==> config.mk <==
export PLATFORM = sky130hd
export DESIGN_NAME = dssr_top
export DESIGN_NICKNAME = d
export VERILOG_FILES = /design/src/common/dssr_pkg.sv /design/src/hw/dssr_fifo.sv /design/src/hw/dssr_top.sv
export VERILOG_INCLUDE_DIRS = /design/src /design/src/common
export SDC_FILE = /design/constraint.sdc
export NUM_CORES = 1
export LEC_CHECK = 0
export BUFFER_PORTS_ARGS = -buffer_cell sky130_fd_sc_hd__buf_2
export CORE_MARGIN = 5
export CORE_UTILIZATION = 25
export CTS_CLUSTER_DIAMETER = 60
export DETAILED_ROUTE_END_ITERATION = 10
export PLACE_DENSITY = 0.4
export SYNTH_ARGS = -nofsm -noshare
export SYNTH_HDL_FRONTEND = slang
export SYNTH_SLANG_ARGS = --single-unit
export TNS_END_PERCENT = 1
==> constraint.sdc <==
create_clock -name mclk -period 2.85 [get_ports mclk]
set_input_delay 0.285 -clock mclk [delete_from_list [all_inputs] [get_ports mclk]]
set_output_delay 0.285 -clock mclk [all_outputs]
set_load 0.01 [all_outputs]
==> src/common/dssr_regs.svh <==
// Contract
// - the block holds two independent serial shift registers, each with one data input and one data output.
// - the register length is a build parameter of 16, 25, 32, 50 or 100 stages, shared by both registers.
// - the serial input is captured into the first stage while the first clock phase is active; here it is latched then and enters the first stage in phase two.
// - the serial output takes its new value on the falling edge of the second clock phase.
// - with the first phase parked at 0 and the second at 1, all stored bits are kept indefinitely.
// - a third phase is derived internally from the two external phases to keep data static.
// - data and clock pins use negative logic, the down level meaning 1 and the up level meaning 0.
`ifndef DSSR_REGS_SVH
`define DSSR_REGS_SVH
`define DSSR_LEN_DEFAULT 16
`define DSSR_FIFO_DEPTH 4
`define DSSR_CLK_NS 100
`define DSSR_PHI2_LOW_MAX_NS 10000
`define DSSR_PHI2_LOW_MAX_CYC (`DSSR_PHI2_LOW_MAX_NS / `DSSR_CLK_NS)
`endif

==> src/common/dssr_pkg.sv <==
package dssr_pkg;
    // phase sequencer states of the internal cycle
    typedef enum logic [1:0] {
        DSSR_IDLE = 2'b00,
        DSSR_LOADED = 2'b01,
        DSSR_XFER = 2'b10
    } dssr_phase_t;
endpackage

==> src/hw/dssr_fifo.sv <==
`timescale 1ns/1ps
`default_nettype none
module dssr_fifo #(
    parameter int WIDTH = 2,
    parameter int DEPTH = 4
) (
    // clock and reset
    input wire logic mclk,
    input wire logic rst_n,
    // fill side
    input wire logic in_valid,
    output logic in_ready,
    input wire logic [WIDTH-1:0] in_data,
    // drain side
    output logic out_valid,
    input wire logic out_ready,
    output logic [WIDTH-1:0] out_data
);
    localparam int AW = (DEPTH > 1) ? $clog2(DEPTH) : 1;
    logic [WIDTH-1:0] mem [DEPTH];
    logic [AW-1:0] wr_ptr;
    logic [AW-1:0] rd_ptr;
    logic [AW:0] count;
    logic push;
    logic pop;

    // handshakes
    assign in_ready = (count != (AW+1)'(DEPTH));
    assign out_valid = (count != '0);
    assign push = in_valid && in_ready;
    assign pop = out_valid && out_ready;
    assign out_data = mem[rd_ptr];

    // storage
    always_ff @(posedge mclk) begin
        if (push) begin
            mem[wr_ptr] <= in_data;
        end
    end

    // pointers and fill count
    always_ff @(posedge mclk or negedge rst_n) begin
        if (!rst_n) begin
            wr_ptr <= '0;
            rd_ptr <= '0;
            count <= '0;
        end else begin
            if (push) begin
                wr_ptr <= (wr_ptr == AW'(DEPTH - 1)) ? '0 : wr_ptr + 1'b1;
            end
            if (pop) begin
                rd_ptr <= (rd_ptr == AW'(DEPTH - 1)) ? '0 : rd_ptr + 1'b1;
            end
            if (push && !pop) begin
                count <= count + 1'b1;
            end else if (pop && !push) begin
                count <= count - 1'b1;
            end
        end
    end
endmodule
`default_nettype wire

==> src/hw/dssr_top.sv <==
`timescale 1ns/1ps
`default_nettype none
`include "dssr_regs.svh"
module dssr_top #(
    parameter int LEN = `DSSR_LEN_DEFAULT,
    parameter int DEPTH = `DSSR_FIFO_DEPTH
) (
    // clock and reset
    input wire logic mclk,
    input wire logic rst_n,
    // external clock phases, negative logic (pin low = 1)
    input wire logic phi1_pin,
    input wire logic phi2_pin,
    // serial data pins, negative logic
    input wire logic data_a_pin,
    input wire logic data_b_pin,
    output logic out_a_pin,
    output logic out_b_pin,
    // parallel stream of output bits {b,a}
    output logic stream_valid,
    input wire logic stream_ready,
    output logic [1:0] stream_data,
    // status
    output logic phi2_low_fault,
    output dssr_pkg::dssr_phase_t phase_state
);
    import dssr_pkg::*;

    localparam int CNT_W = $clog2(`DSSR_PHI2_LOW_MAX_CYC + 2);
    localparam bit LEN_OK = (LEN == 16) || (LEN == 25) || (LEN == 32) ||
        (LEN == 50) || (LEN == 100);

    // decoded pin levels
    logic phi1;
    logic phi2;
    logic [1:0] din;

    // phase tracking and derived strobes
    logic phi2_q;
    logic phi2_fall;
    logic phase2_only;
    logic phi3;
    logic shift;

    // storage
    logic [1:0] latch;
    logic [1:0] dout;
    logic [LEN-1:0] chain [2];
    logic [1:0] last_bits;

    // sequencer, limit monitor, buffer
    dssr_phase_t next_phase;
    logic [CNT_W-1:0] low_cnt;
    logic low_limit;
    logic fifo_in_ready;

    // unsupported lengths stop elaboration
    if (!LEN_OK) begin : g_bad_len
        $error("unsupported register length");
    end

    // phase pins, low level means active
    assign phi1 = !phi1_pin;
    assign phi2 = !phi2_pin;

    // data pins in and out
    assign din = {!data_b_pin, !data_a_pin};
    assign out_a_pin = !dout[0];
    assign out_b_pin = !dout[1];

    // phase two seen active, then inactive; phase two alone
    assign phi2_fall = phi2_q && !phi2;
    assign phase2_only = phi2 && !phi1;

    // internal third phase: transfer allowed only after a load in this cycle
    assign phi3 = (phase_state == DSSR_LOADED) && phase2_only;

    // a transfer happens only while the buffer has room
    assign shift = phi3 && fifo_in_ready;

    // last stages as they stand before a shift, for the buffer
    assign last_bits = {chain[1][LEN-1], chain[0][LEN-1]};

    // phase sequencer next state
    always_comb begin
        next_phase = phase_state;
        case (phase_state)
            // waiting for phase one
            DSSR_IDLE: begin
                if (phi1) begin
                    next_phase = DSSR_LOADED;
                end
            end

            // loaded, waiting for phase two and room
            DSSR_LOADED: begin
                if (shift) begin
                    next_phase = DSSR_XFER;
                end
            end

            // shifted, waiting for phase two to fall
            DSSR_XFER: begin
                if (phi2_fall) begin
                    next_phase = DSSR_IDLE;
                end
            end

            default: begin
                next_phase = DSSR_IDLE;
            end
        endcase
    end

    // phase sequencer state
    always_ff @(posedge mclk or negedge rst_n) begin
        if (!rst_n) begin
            phase_state <= DSSR_IDLE;
        end else begin
            phase_state <= next_phase;
        end
    end

    // phase two at the previous edge, for its falling edge
    always_ff @(posedge mclk or negedge rst_n) begin
        if (!rst_n) begin
            phi2_q <= 1'b0;
        end else begin
            phi2_q <= phi2;
        end
    end

    // input latch follows data while phase one is active, holds otherwise
    always_ff @(posedge mclk or negedge rst_n) begin
        if (!rst_n) begin
            latch <= 2'h0;
        end else if (phi1) begin
            latch <= din;
        end
    end

    // two independent chains; one shift per full phase cycle
    for (genvar g = 0; g < 2; g++) begin : g_chain
        // shift toward the output on the third phase when the buffer has room, hold otherwise
        always_ff @(posedge mclk or negedge rst_n) begin
            if (!rst_n) begin
                chain[g] <= '0;
            end else if (shift) begin
                chain[g] <= {chain[g][LEN-2:0], latch[g]};
            end
        end

        // output stage updates on phase two falling edge
        always_ff @(posedge mclk or negedge rst_n) begin
            if (!rst_n) begin
                dout[g] <= 1'b0;
            end else if (phi2_fall && phase_state == DSSR_XFER) begin
                dout[g] <= chain[g][LEN-1];
            end
        end
    end

    // limit reached once the count stands at the maximum
    assign low_limit = (low_cnt >= CNT_W'(`DSSR_PHI2_LOW_MAX_CYC));

    // cycles with phase two held at 0 (pin high), saturating
    always_ff @(posedge mclk or negedge rst_n) begin
        if (!rst_n) begin
            low_cnt <= '0;
        end else if (phi2) begin
            low_cnt <= '0;
        end else if (low_cnt <= CNT_W'(`DSSR_PHI2_LOW_MAX_CYC)) begin
            low_cnt <= low_cnt + 1'b1;
        end
    end

    // sticky fault once phase two stays at 0 past its limit
    always_ff @(posedge mclk or negedge rst_n) begin
        if (!rst_n) begin
            phi2_low_fault <= 1'b0;
        end else if (!phi2 && low_limit) begin
            phi2_low_fault <= 1'b1;
        end
    end

    // output bit stream buffer, stalls the shift when full
    dssr_fifo #(
        .WIDTH(2),
        .DEPTH(DEPTH)
    ) u_fifo (
        // clock and reset
        .mclk(mclk),
        .rst_n(rst_n),
        // fill side from the last stages
        .in_valid(phi3),
        .in_ready(fifo_in_ready),
        .in_data(last_bits),
        // drain side to the stream port
        .out_valid(stream_valid),
        .out_ready(stream_ready),
        .out_data(stream_data)
    );
endmodule
`default_nettype wire

### Yosys cells after proc, flatten, opt, wreduce, memory -nomap -nowiden

Memories as Yosys holds them, arrays and structs flattened.
Cells that the tools add are included.
Widths: inputs -> output; s select.

| word-level totals | value |
|---|---|
| register bits | 54 |
| RAM bits | 8 |
| input port bits | 7 |
| output and inout port bits | 8 |
| logic and storage cells | 61 |
| memories kept | 1 |

Memory list:

| name | depth | width | rd ports | clocked after Yosys merged registers in | write ports | line | text |
|---|---|---|---|---|---|---|---|
| u_fifo.mem | 4 | 2 | 1 | 0 | 1 | dssr_fifo.sv:20 | `logic [WIDTH-1:0] mem [DEPTH];` |

| operators by class | value |
|---|---|
| add/sub/neg operators | 5 |
| order comparisons | 2 |
| eq/ne operators | 9 |
| mux-type cells | 12 |
| reduce and logical (&&, ||, !) cells | 20 |

Operator list:

| kind | number |
|---|---|
| $mux 7 | 2 |
| $mux 2 | 5 |
| $logic_and 1x1->1 | 9 |
| $add 7x1->7 const B | 1 |
| $ge 7x7->1 const B | 1 |
| $le 7x7->1 const B | 1 |
| $logic_not 1->1 | 7 |
| $eq 2x2->1 const B | 3 |
| $mux 3 | 2 |
| $pmux 2 s3 | 1 |
| $add 2x1->2 const B | 2 |
| $ne 2x1->1 const B | 2 |
| $ne 2x2->1 const B | 2 |
| $add 3x1->3 const B | 1 |
| $ne 3x3->1 const B | 1 |
| $reduce_and 3->1 | 1 |
| $reduce_bool 3->1 | 1 |
| $sub 3x1->3 const B | 1 |
| $eq 2x1->1 const B | 1 |
| $logic_not 2->1 | 1 |
| $mux 1 | 2 |
| $reduce_bool 2->1 | 1 |

### Depth between registers and ports, before layout

Gate-level depths: netlist of run 1.

| logic depth | value |
|---|---|
| depth after elaboration | 8 |
| mapped depth | 9 |
| mapped depth without buffers | 8 |

### By module

Synthesis of run 1 repeated with hierarchy kept, for this count alone.

| second synthesis, totals | value |
|---|---|
| cells, all modules | 184 |
| area total of the unflattened synthesis | 2756.4 um^2 |

By module, submodules not included:

| module | times used | cells each | area an instance (um^2) | sequential area each (um^2) |
|---|---|---|---|---|
| dssr_top | 1 | 137 | 2021.9 | 1176.1 |
| dssr_fifo | 1 | 47 | 734.5 | 415.4 |

### Worst setup path after synthesis of run 1

OpenSTA, ideal clock, no wires.

| timing | value |
|---|---|
| kind | register -> register |
| start | register phase_state[1] |
| end | register u_fifo.count[2] |
| setup time | 79 ps |
| arrival | 2279 ps |
| required time | 2771 ps |
| setup slack | 491 ps |
| stages on the path, launching flop included | 10 |
| buffers on the path | 1 |
| clock period less this slack | 2359 ps |
| path through | dfrtp_1 -> nand2b_1 -> a2111oi_4 -> buf_6 -> ha_1 -> inv_1 -> fa_1 -> xor2_1 -> nor2_1 -> xor2_1 |

| on the way | value |
|---|---|
| word-level cells in the longest chain between the ends | 6 |
| elaborated cells on any way between the ends | 8 |
| those cells by class | 1 x eq/ne; 1 x mux; 6 x reduce/logical |

RTL lines:

| item | line | text |
|---|---|---|
| from (decl) | dssr_top.sv:25 | `output dssr_pkg::dssr_phase_t phase_state` |
| from (signal assigned) | dssr_top.sv:120 | `phase_state <= next_phase;` |
| $eq 2x1->1 * | dssr_top.sv:76 | `assign phi3 = (phase_state == DSSR_LOADED) && phase2_only;` |
| $logic_and 1x1->1 * | dssr_top.sv:76 |  |
| $logic_and 1x1->1 * | n/a |  |
| named net shift | dssr_top.sv:43 | `logic shift;` |
| $logic_not 1->1 | dssr_fifo.sv:56 | `end else if (pop && !push) begin` |
| $logic_and 1x1->1 | dssr_fifo.sv:56 |  |
| $reduce_bool 2->1 (no source line) | n/a |  |
| to (signal assigned) | dssr_fifo.sv:55 | `count <= count + 1'b1;` |
| to (signal assigned) | dssr_fifo.sv:57 | `count <= count - 1'b1;` |
| to (decl) | dssr_fifo.sv:23 | `logic [AW:0] count;` |

Mark *: on every way through the listed nets, which the timed path passes. The rest lies on a longest branch.
A chain may end at the register's enable or synchronous reset.

### Final worst setup path of run 1

| timing | value |
|---|---|
| start | register phase_state[1] |
| end | register u_fifo.count[2] |

| on the way | value |
|---|---|
| word-level cells in the longest chain between the ends | 6 |
| elaborated cells on any way between the ends | 8 |
| those cells by class | 1 x eq/ne; 1 x mux; 6 x reduce/logical |

RTL lines:

| item | line | text |
|---|---|---|
| $eq 2x1->1 * | dssr_top.sv:76 |  |
| $logic_and 1x1->1 * | dssr_top.sv:76 |  |
| $logic_and 1x1->1 * | dssr_fifo.sv:30 | `assign push = in_valid && in_ready;` |
| $logic_not 1->1 | dssr_fifo.sv:56 |  |
| $logic_and 1x1->1 | dssr_fifo.sv:56 |  |
| $reduce_bool 2->1 (no source line) | n/a |  |

Mark *: on every way between the ends. The rest lies on a longest branch, timed or not.

==> results.md, run 1 <==
* Run status: complete, no violations
* Netlist cell types at 34
* Clock tree from TritonCTS: done
* Die X-Extent at 112 um
* Drt initial violations at between 40 and 50
* Share of layout cells above drive strength 1 at 34.4%
* Portion of synthesized cell area occupied by the leading cell type at between 50 and 60%
* RSZ-0062 raised after global routing: false
* Via count at 1428
* Insertion delay of the later-clocked pin in the worst-skew pair at roughly 0.33 ns
* Die Span Y at 112 um
* Max-Cap Viols at 0
* Global route total overflow at 0
* Worst-case clock skew at 0.0118 ns
* Count of final hold-check violations at 0
* Sequential Area at 1590 um2
* Maximum ir drop on the vdd rail at between 200 and 250 uV
* Post-synthesis average cell area at 14.4 um2
* Antenna cell count at 0
* Yosys synthesis warning count at 0
* Cell area after synthesis at 2620 um2
* Initial antenna violation count at 0
* Static leakage power at roughly 1.3 nW
* Number of endpoints failing setup at the final stage at 0
* Startpoint of the most critical register-to-register path: phase_state[1]
* Hold Buf Count CTS at 0
* DRT antenna net count at 0
* Number of clock buffers inserted by TritonCTS at 9
* Setup_tns at 0 ns
* Post-detailed-routing wire length at about 4200 um
* Routability Congestion at between 0.6 and 0.7
* Final net count at between 200 and 250
* # H-tree levels at 3
* TritonCTS Sinks at a little over 60
* Area delta synth->final at 14.3%
* Input/output buffers at 14
* Global-route wire length before repair at 7550 um
* Count of mapped cells out of synthesis at 182
* Path category of the worst min-delay check: input port to async pin
* Min Tclk post-route at 2.13 ns
* Maximum cell stage delay along the critical path at 0.42 ns
* Critical path's most frequent cell: sky130_fd_sc_hd__xor2_1
* Detailed-router iteration count before antenna repair at 4
* Number of gates resized after CTS at 0
* Root buffer cell: sky130_fd_sc_hd__clkbuf_8
* Via/cell ratio at 4.14
* Transition time at the pin with the least slew margin at 0.703 ns
* Critical-path cell list: nand2b_1 -> a2111oi_4 -> ha_1 -> inv_1 -> fa_1 -> xor2_1 -> nor2_1 -> xor2_1
* Number of rows created at floorplan at 37
* Max_slew headroom at 53.2%
* Post-synthesis sequential element count at 62
* Initial Utilization at between 20 and 30%
* Critical Path Source: phase_state[1]
* Net count after synthesis at approximately 200
* Remaining routing DRC violations at 0
* Upper clock frequency limit at ~470 MHz
* Dominant cells by area after synthesis: sky130_fd_sc_hd__dfrtp_1, sky130_fd_sc_hd__mux2_2, sky130_fd_sc_hd__edfxtp_1, sky130_fd_sc_hd__ha_1, sky130_fd_sc_hd__nand2_1
* Total routing usage reported by global routing at 7.59%
* Multi-input gate area in the final layout at 945 um2
* Fillcell total at 1080
* Fin Hold WS at 0.0875 ns
* Peak fanout along the critical path at 5
* Die Area at 12600 um2
* Critical path's slowest cell: sky130_fd_sc_hd__dfrtp_1
* Total power divided by cell area at 818 nW/um2
* Cell type with the largest total area after synthesis: sky130_fd_sc_hd__dfrtp_1
* Half-perimeter wire length of the detailed placement result at 2750 um
* Sequential area share after synthesis at 60.7%
* Clock slew at reported path FFs at approximately 0.07 ns
* Clk buf depth at 2
* Number of global-route vias before repair at around 1500
* Category of the critical setup timing path: register to register
* Setup bufs post-CTS at 0
* Tcrit/Tclk final at between 70 and 80%
* CP Data Arrival Time at 2.38 ns
* Pins over their slew limit at 0
* Type of destination of the critical path: register
* Required time of the worst setup path at 3.10 ns
* Kind of launch point of the worst setup path: register
* Top-level I/O count at 15
* Wire per inst at 12.2 um
* Floorplan core area at 10300 um2
* Pin count of the biggest net entering global routing at 55
==> flip-flops by register name, summed over array words and instances (netlist names) <==
| name | flops |
|---|---|
| u_fifo.rd_ptr | 2 |
| u_fifo.mem | 8 |
| latch | 2 |
| dout | 2 |
| chain | 32 |
| low_cnt | 7 |
| phi2_q | 1 |
| u_fifo.wr_ptr | 2 |
| phi2_low_fault | 1 |
| u_fifo.count | 3 |
| phase_state | 2 |
==> cells in the mapped netlist <==
| master | number |
|---|---|
| sky130_fd_sc_hd__nand4b_1 | 1 |
| sky130_fd_sc_hd__or3_1 | 2 |
| sky130_fd_sc_hd__xnor2_1 | 1 |
| sky130_fd_sc_hd__inv_1 | 10 |
| sky130_fd_sc_hd__a21oi_1 | 2 |
| sky130_fd_sc_hd__nand3_1 | 1 |
| sky130_fd_sc_hd__a2111oi_4 | 1 |
| sky130_fd_sc_hd__nand2_1 | 13 |
| sky130_fd_sc_hd__o21ai_0 | 3 |
| sky130_fd_sc_hd__o22ai_1 | 1 |
| sky130_fd_sc_hd__and2_1 | 4 |
| sky130_fd_sc_hd__a31o_2 | 1 |
| sky130_fd_sc_hd__mux2_1 | 2 |
| sky130_fd_sc_hd__xor2_1 | 2 |
| sky130_fd_sc_hd__a21o_1 | 1 |
| sky130_fd_sc_hd__nand2b_1 | 3 |
| sky130_fd_sc_hd__fa_1 | 1 |
| sky130_fd_sc_hd__and3_1 | 1 |
| sky130_fd_sc_hd__clkbuf_1 | 1 |
| sky130_fd_sc_hd__a31oi_1 | 1 |
| sky130_fd_sc_hd__a311oi_1 | 1 |
| sky130_fd_sc_hd__mux2_2 | 37 |
| sky130_fd_sc_hd__dfrtp_1 | 54 |
| sky130_fd_sc_hd__o221a_2 | 1 |
| sky130_fd_sc_hd__mux2i_1 | 3 |
| sky130_fd_sc_hd__a211oi_1 | 1 |
| sky130_fd_sc_hd__o31ai_1 | 1 |
| sky130_fd_sc_hd__mux4_2 | 2 |
| sky130_fd_sc_hd__nor2_1 | 7 |
| sky130_fd_sc_hd__nand4_1 | 1 |
| sky130_fd_sc_hd__nor3_1 | 2 |
| sky130_fd_sc_hd__edfxtp_1 | 8 |
| sky130_fd_sc_hd__ha_1 | 8 |
| sky130_fd_sc_hd__buf_6 | 4 |
==> through the flow <==
step           worst slack [ns]  util [%]  area, um2  total power [mW]  instances
2_1_floorplan             0.491         -       2620              1.69        182
3_3_place_gp              0.769      27.5       2830              1.83        329
3_5_place_dp              0.705      27.5       2830              1.83        329
4_1_cts                   0.711      29.2       3000              2.51        345
5_1_grt                   0.525      29.2       3000              2.65        345
6_report                  0.722      29.2       3000              2.45        345
==> power breakdown <==
| group | internal (mW) | switching [mW] |
|---|---|---|
| Combinational | 0.309 | 0.235 |
| Sequential | 1.11 | 0.144 |
| Clock | 0.335 | 0.323 |
| Total | 1.75 | 0.702 |
==> path summary, 6_finish.rpt <==
| kind | cells after the start | to | slack, ns |
|---|---|---|---|
| max | 8 | u_fifo.count[2] | 0.72 |
| max in group asynchronous | 2 | u_fifo.rd_ptr[0] | 2.29 |
| min reg2reg | 2 | latch[1] | 0.49 |
| max reg2reg | 8 | u_fifo.count[2] | 0.72 |
| min | 2 | chain[2] | 0.09 |
| min in group mclk | 2 | latch[0] | 0.14 |
==> critical path: cells and delay by family (launching register included) <==
family	cells	cell delay (ns)
adder cells (fa/ha/maj)	2	0.61
flip-flops	1	0.42
buffers and inverters	1	0.06
XOR/XNOR	2	0.31
AO/OA/AOI/OAI	1	0.35
AND/OR/NAND/NOR	2	0.30
==> layout by cell type, fill, tap and decap left out, drive strengths merged, types with 2 or more instances in the layout <==
cell / n
nor2: 7
o21ai: 3
mux2: 39
mux2i: 3
xor2: 2
ha: 8
and2: 4
clkinv: 3
a21oi: 2
buf: 16
nand2b: 3
inv: 10
or3: 2
mux4: 2
dfrtp: 54
clkbuf: 12
nand2: 13
edfxtp: 8
nor3: 2
==> cells by family after synthesis <==
group           Yosys count  share of synthesized area (%)
flops                    62                           60.7
buf+inv                  15                           3.29
compound gates           14                           4.44
fa+ha+maj                 9                           4.58
simple gates             35                           6.39
xor+xnor                  3                           1.00
mux                      44                           19.6
==> area by class of cell <==
| cell class | instances | area share [%] |
|---|---|---|
| Clock buffer | 12 | 4.84 |
| Multi-Input combinational cell | 105 | 31.5 |
| Clock inverter | 4 | 0.752 |
| Inverter | 10 | 1.25 |
| Tap cell | 136 | 5.68 |
| Timing Repair Buffer | 16 | 2.84 |
| Sequential cell | 62 | 53.1 |
==> layer usage <==
metal | GRT usage, % | wire length [um] | part of all wire [%] | vias up
met5 | 0 | 0 | 0 | -
met4 | 4.57 | 96 | 2.3 | 0
met3 | 1.99 | 88 | 2.1 | 9
met2 | 11.6 | 2020 | 48 | 20
met1 | 9.58 | 2020 | 48 | 715
li1 | - | - | - | 684
Note: power is estimated with default switching activity, not from simulation.
==> run 2, diff against run 1 <==
==> constraint.sdc (replaced) <==
create_clock -name mclk -period 2.1 [get_ports mclk]
set_input_delay 0.21 -clock mclk [delete_from_list [all_inputs] [get_ports mclk]]
set_output_delay 0.21 -clock mclk [all_outputs]
set_load 0.01 [all_outputs]
==> results.md, run 2 (synthesis results as in run 1) <==
* Run status: complete, no violations
* Net Sw Frac at 28.1%
* Setup bufs post-CTS at 0
* CP Data Arrival Time at 2.22 ns
* Setup slack, reg-to-reg at ~0.13 ns
* Combinational fraction of design power at 23.0%
* DRT antenna net count at 0
* Maximum ir drop on the vdd rail at 271 uV
* Critical path's slowest cell: sky130_fd_sc_hd__dfrtp_1
* Count of final hold-check violations at 0
* Category of the critical setup timing path: register to register
* Sequential Area at 1590 um2
* Global route total overflow at 0
* Number of buffer and inverter stages on the critical path at 1
* Tcrit/Tclk final at 93.6%
* Max_slew headroom at 68.5%
* Root buffer cell: sky130_fd_sc_hd__clkbuf_8
* Final net count at 225
* Biggest register: chain
* Total routing usage reported by global routing at 7.72%
* Global-route wire length before repair at 7650 um
* Area delta synth->final at 17.7%
* Transition time at the pin with the least slew margin at 0.472 ns
* Total power of the final layout at roughly 3.5 mW
* Max-Cap Viols at 0
* Static leakage power at approximately 1.4 nW
* Worst reg2reg path endpoint: u_fifo.count[2]
* TritonCTS Sinks at 62
* Critical Path Source: u_fifo.count[1]
* Kind of launch point of the worst setup path: register
* Drt initial violations at 57
* Fillcell total at 1080
* Depth of the critical timing path with buffers and inverters included at 8
* Detailed-router iteration count before antenna repair at 4
* Hold Path Stages at 2
* Antenna cell count at 0
* Insertion delay of the later-clocked pin in the worst-skew pair at 0.33 ns
* Post-detailed-routing wire length at around 4400 um
* Upper clock frequency limit at 509 MHz
* Clk buf depth at 2
* Peak fanout along the critical path at 4
* Top-level I/O count at 15
* Pin count of the biggest net entering global routing at 55
* Multi-input gate area in the final layout at 970 um2
* Number of endpoints failing setup at the final stage at 0
* Worst-case clock skew at 0.00596 ns
* Worst reg2reg path depth at 8
* Die Area at 12600 um2
* Critical path's most frequent cell: sky130_fd_sc_hd__xor2_1
* Kind of cell adding the most delay to the critical path: simple AND/OR/NAND/NOR gates
* Total power divided by cell area at 1130 nW/um2
* Startpoint of the most critical register-to-register path: u_fifo.count[1]
* Via count at 1442
* Die X-Extent at 112 um
* Wire per inst at 12.5 um
* Input/output buffers at 14
* Die Span Y at roughly 110 um
* Remaining routing DRC violations at 0
* Routability Congestion at around 0.7
* # H-tree levels at 3
* Floorplan core area at 10300 um2
* Pins over their slew limit at 0
* Type of destination of the critical path: register
* Critical-path cell list: or3_1 -> nand2_2 -> ha_4 -> inv_2 -> fa_2 -> xor2_1 -> nor2_1 -> xor2_1
* Clock tree from TritonCTS: done
* Initial Utilization at 25.5%
* P_int at between 2 and 2.5 mW
* Max reg flops at 32
* Total net switching power at 0.976 mW
* Min Tclk post-route at between 1.5 and 2 ns
* Initial antenna violation count at 0
* RSZ-0062 raised after global routing: false
* Number of rows created at floorplan at 37
* Half-perimeter wire length of the detailed placement result at about 2900 um
* Power share of the sequential group at approximately 49%
* Number of global-route vias before repair at 1515
* Share of layout cells above drive strength 1 at 37.9%
* Required time of the worst setup path at 2.36 ns
* Commonest non-fill, non-tap cell in the layout: sky130_fd_sc_hd__dfrtp_1
* Path category of the worst min-delay check: input port to register
* Endpoint of the most critical setup path: u_fifo.count[2]
* Hold wc startpoint: data_b_pin
* Via/cell ratio at 4.12
* Fraction of power consumed by the clock network at between 20 and 30%
* Commonest cells after routing, fill and taps aside: sky130_fd_sc_hd__dfrtp_1, sky130_fd_sc_hd__mux2_2, sky130_fd_sc_hd__buf_2
* Number of clock buffers inserted by TritonCTS at 9
* Maximum cell stage delay along the critical path at 0.42 ns
* Setup_tns at 0 ns
* Top Registers: chain (32), u_fifo.mem (8), low_cnt (7)
* Clock slew at reported path FFs at 0.07 ns
==> run 2: power by group through the flow <==
stage               Combinational [mW]  Sequential (mW)  Clock (mW)
global placement                 0.815             1.72           0
detailed placement               0.820             1.72           0
global route                     0.914             1.74        1.08
floorplan                        0.633             1.67           0
finish                           0.799             1.69       0.981
CTS                              0.823             1.70        1.01
==> run 2: worst register-to-register path: cells and delay by family (launching register included) <==
family                     cells  cell delay (ns)
xor gates and xnor gates       2             0.29
adders and majority gates      2             0.49
buffers and inverters          1             0.04
DFF                            1             0.42
and+or+nand+nor                3             0.65
==> run 2: worst min path at each step <==
stage | to
after floorplan | chain[0]
after global placement | low_cnt[1]
after detailed placement | low_cnt[1]
after CTS | latch[1]
after global routing | latch[1]
final | latch[1]
==> run 2: stage by stage <==
step	hold WS (ns)	instances	instance area (um2)	setup slack [ns]	util, %
global route	0.0766	350	3090	0.00171	30.0
global placement	0.235	333	2890	0.116	28.2
finish	0.0628	350	3090	0.134	30.0
detailed placement	0.235	333	2890	0.0836	28.2
floorplan	-0.0856	182	2650	-0.0984	-
CTS	0.0579	350	3080	0.0730	30.0
==> run 2: timing repair <==
item | CTS | global route
hold endpoints to repair | 54 | 0
setup endpoints to repair | 0 | 3
hold buffers | 1 | 0
gates resized for setup | 0 | 2
==> run 2: layer usage <==
metal,up-vias,share of wire (%),GRT usage [%]
li1,695,-,-
met1,723,50,10.1
met3,8,3.1,2.26
met2,16,44,11.1
met5,-,0,0
met4,0,2.4,4.81
==> run 2: cell type report <==
cell class,instances,area share [%]
clock inverter,6,1.70
sequential,62,51.6
tap,136,5.51
clock buffer,10,4.13
timing repair buffer,21,4.46
multi-input combinational,105,31.4
inverter,10,1.22
==> run 3, diff against run 2 <==
--- a/config.mk
+++ b/config.mk
@@ -8,10 +8,10 @@
 export LEC_CHECK = 0
 export BUFFER_PORTS_ARGS = -buffer_cell sky130_fd_sc_hd__buf_2
 export CORE_MARGIN = 5
-export CORE_UTILIZATION = 25
+export CORE_UTILIZATION = 59
 export CTS_CLUSTER_DIAMETER = 60
 export DETAILED_ROUTE_END_ITERATION = 10
-export PLACE_DENSITY = 0.4
+export PLACE_DENSITY = 0.79
 export SYNTH_ARGS = -nofsm -noshare
 export SYNTH_HDL_FRONTEND = slang
 export SYNTH_SLANG_ARGS = --single-unit
==> results.md, run 3 (synthesis results as in run 1) <==
* Run status: complete, but fails checks
* Failing checks: hold timing
* Via count at 1455
* Area delta synth->final at 15.3%
* Maximum ir drop on the vdd rail at 658 uV
* Max reg flops at 32
* Total net switching power at 0.992 mW
* Die Span Y at 76.7 um
* Pin count of the biggest net entering global routing at 55
* Kind of launch point of the worst setup path: register
* Number of rows created at floorplan at 24
* Commonest non-fill, non-tap cell in the layout: sky130_fd_sc_hd__dfrtp_1
* Static leakage power at roughly 1.4 nW
* DRT antenna net count at 0
* Max-Cap Viols at 0
* Top Registers: chain (32), u_fifo.mem (8), low_cnt (7)
* Type of destination of the critical path: register
* Via/cell ratio at 5.53
* Total power of the final layout at just under 4 mW
* Total routing usage reported by global routing at about 16%
* Max_slew headroom at between 50 and 60%
* Peak fanout along the critical path at 5
* Commonest cells after routing, fill and taps aside: sky130_fd_sc_hd__dfrtp_1, sky130_fd_sc_hd__mux2_2, sky130_fd_sc_hd__buf_2
* Global-route wire length before repair at 7420 um
* Fraction of power consumed by the clock network at about a third
* Drt initial violations at 67
* Fillcell total at 296
* RSZ-0062 raised after global routing: true
* Floorplan core area at 4320 um2
* Pins over their slew limit at 0
* Biggest register: chain
* Top-level I/O count at 15
* Number of clock buffers inserted by TritonCTS at 9
* Transition time at the pin with the least slew margin at 0.644 ns
* Critical path's most frequent cell: sky130_fd_sc_hd__xor2_1
* Global route total overflow at 0
* Share of layout cells above drive strength 1 at 37.9%
* Clock tree from TritonCTS: done
* Hold Buf Count CTS at 0
* P_int at 2.86 mW
* Half-perimeter wire length of the detailed placement result at 2780 um
* TritonCTS Sinks at 62
* Root buffer cell: sky130_fd_sc_hd__clkbuf_8
* Count of final hold-check violations at 10
* Remaining routing DRC violations at 0
* Antenna cell count at 0
* Worst reg2reg path depth at 8
* Critical-path cell list: nand2b_4 -> a2111oi_4 -> ha_4 -> inv_2 -> fa_2 -> xor2_1 -> nor2_1 -> xor2_1
* Number of global-route vias before repair at around 1600
* Multi-input gate area in the final layout at 970 um2
* Die X-Extent at between 70 and 80 um
* Worst-case clock skew at 0.00523 ns
* Category of the critical setup timing path: register to register
* Number of endpoints failing setup at the final stage at 0
* Setup bufs post-CTS at 0
* Wire per inst at 15.6 um
* Maximum cell stage delay along the critical path at 0.42 ns
* # H-tree levels at 3
* Tcrit/Tclk final at 98.6%
* Initial antenna violation count at 0
* Routability Congestion at 0.822
* Net Sw Frac at 25.7%
* Power share of the sequential group at 43.8%
* Critical path's slowest cell: sky130_fd_sc_hd__dfrtp_1
* Upper clock frequency limit at between 400 and 500 MHz
* CP Data Arrival Time at 2.32 ns
* Die Area at 5880 um2
* Insertion delay of the later-clocked pin in the worst-skew pair at 0.33 ns
* Required time of the worst setup path at 2.35 ns
* Final net count at 222
* Total power divided by cell area at 1270 nW/um2
* Final standard cell utilization of the core at 69.9%
* Number of gates resized after CTS at 1
* Fin Hold WS at -0.00478 ns
* Min Tclk post-route at 2.07 ns
* Post-detailed-routing wire length at between 4000 and 5000 um
* Clock slew at reported path FFs at 0.06 ns
* Input/output buffers at 14
* Initial Utilization at 60.6%
* Clk buf depth at 2
* Detailed-router iteration count before antenna repair at 4
* Path category of the worst min-delay check: input port to async pin
* Combinational fraction of design power at 21.4%
* Sequential Area at 1590 um2
-- run 3: worst paths after layout --
| kind | to | startpoint | slack [ns] |
|---|---|---|---|
| setup / recovery | u_fifo.count[2] | phase_state[1] | 0.03 |
| hold / removal | u_fifo.count[0] | rst_n | -0.005 |
| setup reg to reg | u_fifo.count[2] | phase_state[1] | 0.03 |
| hold reg to reg | phi2_low_fault | phi2_low_fault | 0.48 |
| max in group asynchronous | chain[22] | rst_n | 1.68 |
| min in group mclk | latch[1] | data_b_pin | 0.06 |
-- run 3: per-layer routing --
layer | part of all wire, % | wire length [um] | vias up | GRT usage [%]
met5 | 0 | 0 | - | 0
met4 | 2.9 | 118 | 0 | 9.62
met2 | 52 | 2140 | 27 | 26.0
met3 | 3.4 | 140 | 12 | 3.75
li1 | - | - | 693 | -
met1 | 42 | 1720 | 723 | 19.3
-- run 3: per-stage QoR --
step / instance area [um2] / setup slack, ns / TNS (ns) / std cells / hold slack, ns
after floorplan: 2650 / -0.0984 / -0.176 / 182 / -0.0856
after global placement: 2760 / 0.131 / 0 / 247 / 0.356
after detailed placement: 2760 / 0.0176 / 0 / 247 / 0.361
after CTS: 3020 / 0.00660 / 0 / 263 / 0.0105
after global routing: 3020 / -0.0619 / -0.0619 / 263 / 0.0500
final: 3020 / 0.0284 / 0 / 263 / -0.00478
-- run 3: area by class of cell --
| cell class | count | share of cell area (%) |
|---|---|---|
| Sequential cell | 62 | 52.6 |
| Multi-Input combinational cell | 105 | 32.1 |
| Clock inverter | 7 | 4.51 |
| Clock buffer | 9 | 4.10 |
| Timing Repair Buffer | 18 | 3.31 |
| Tap cell | 52 | 2.15 |
| Inverter | 10 | 1.24 |
-- run 3: power groups by stage --
stage | logic, mW | registers, mW | clock network (mW)
after floorplan | 0.633 | 1.67 | 0
after global placement | 0.767 | 1.69 | 0
after detailed placement | 0.837 | 1.72 | 0
after CTS | 0.848 | 1.70 | 1.36
after global routing | 0.931 | 1.73 | 1.44
final | 0.826 | 1.69 | 1.34
-- run 3: worst max-delay path: cells and delay by family (launching register included) --
| family | cells | cell delay (ns) |
|---|---|---|
| adder cells (fa/ha/maj) | 2 | 0.55 |
| AO/OA/AOI/OAI | 1 | 0.36 |
| flip-flops | 1 | 0.42 |
| XOR/XNOR | 2 | 0.32 |
| AND/OR/NAND/NOR | 2 | 0.30 |
| buffers and inverters | 1 | 0.04 |
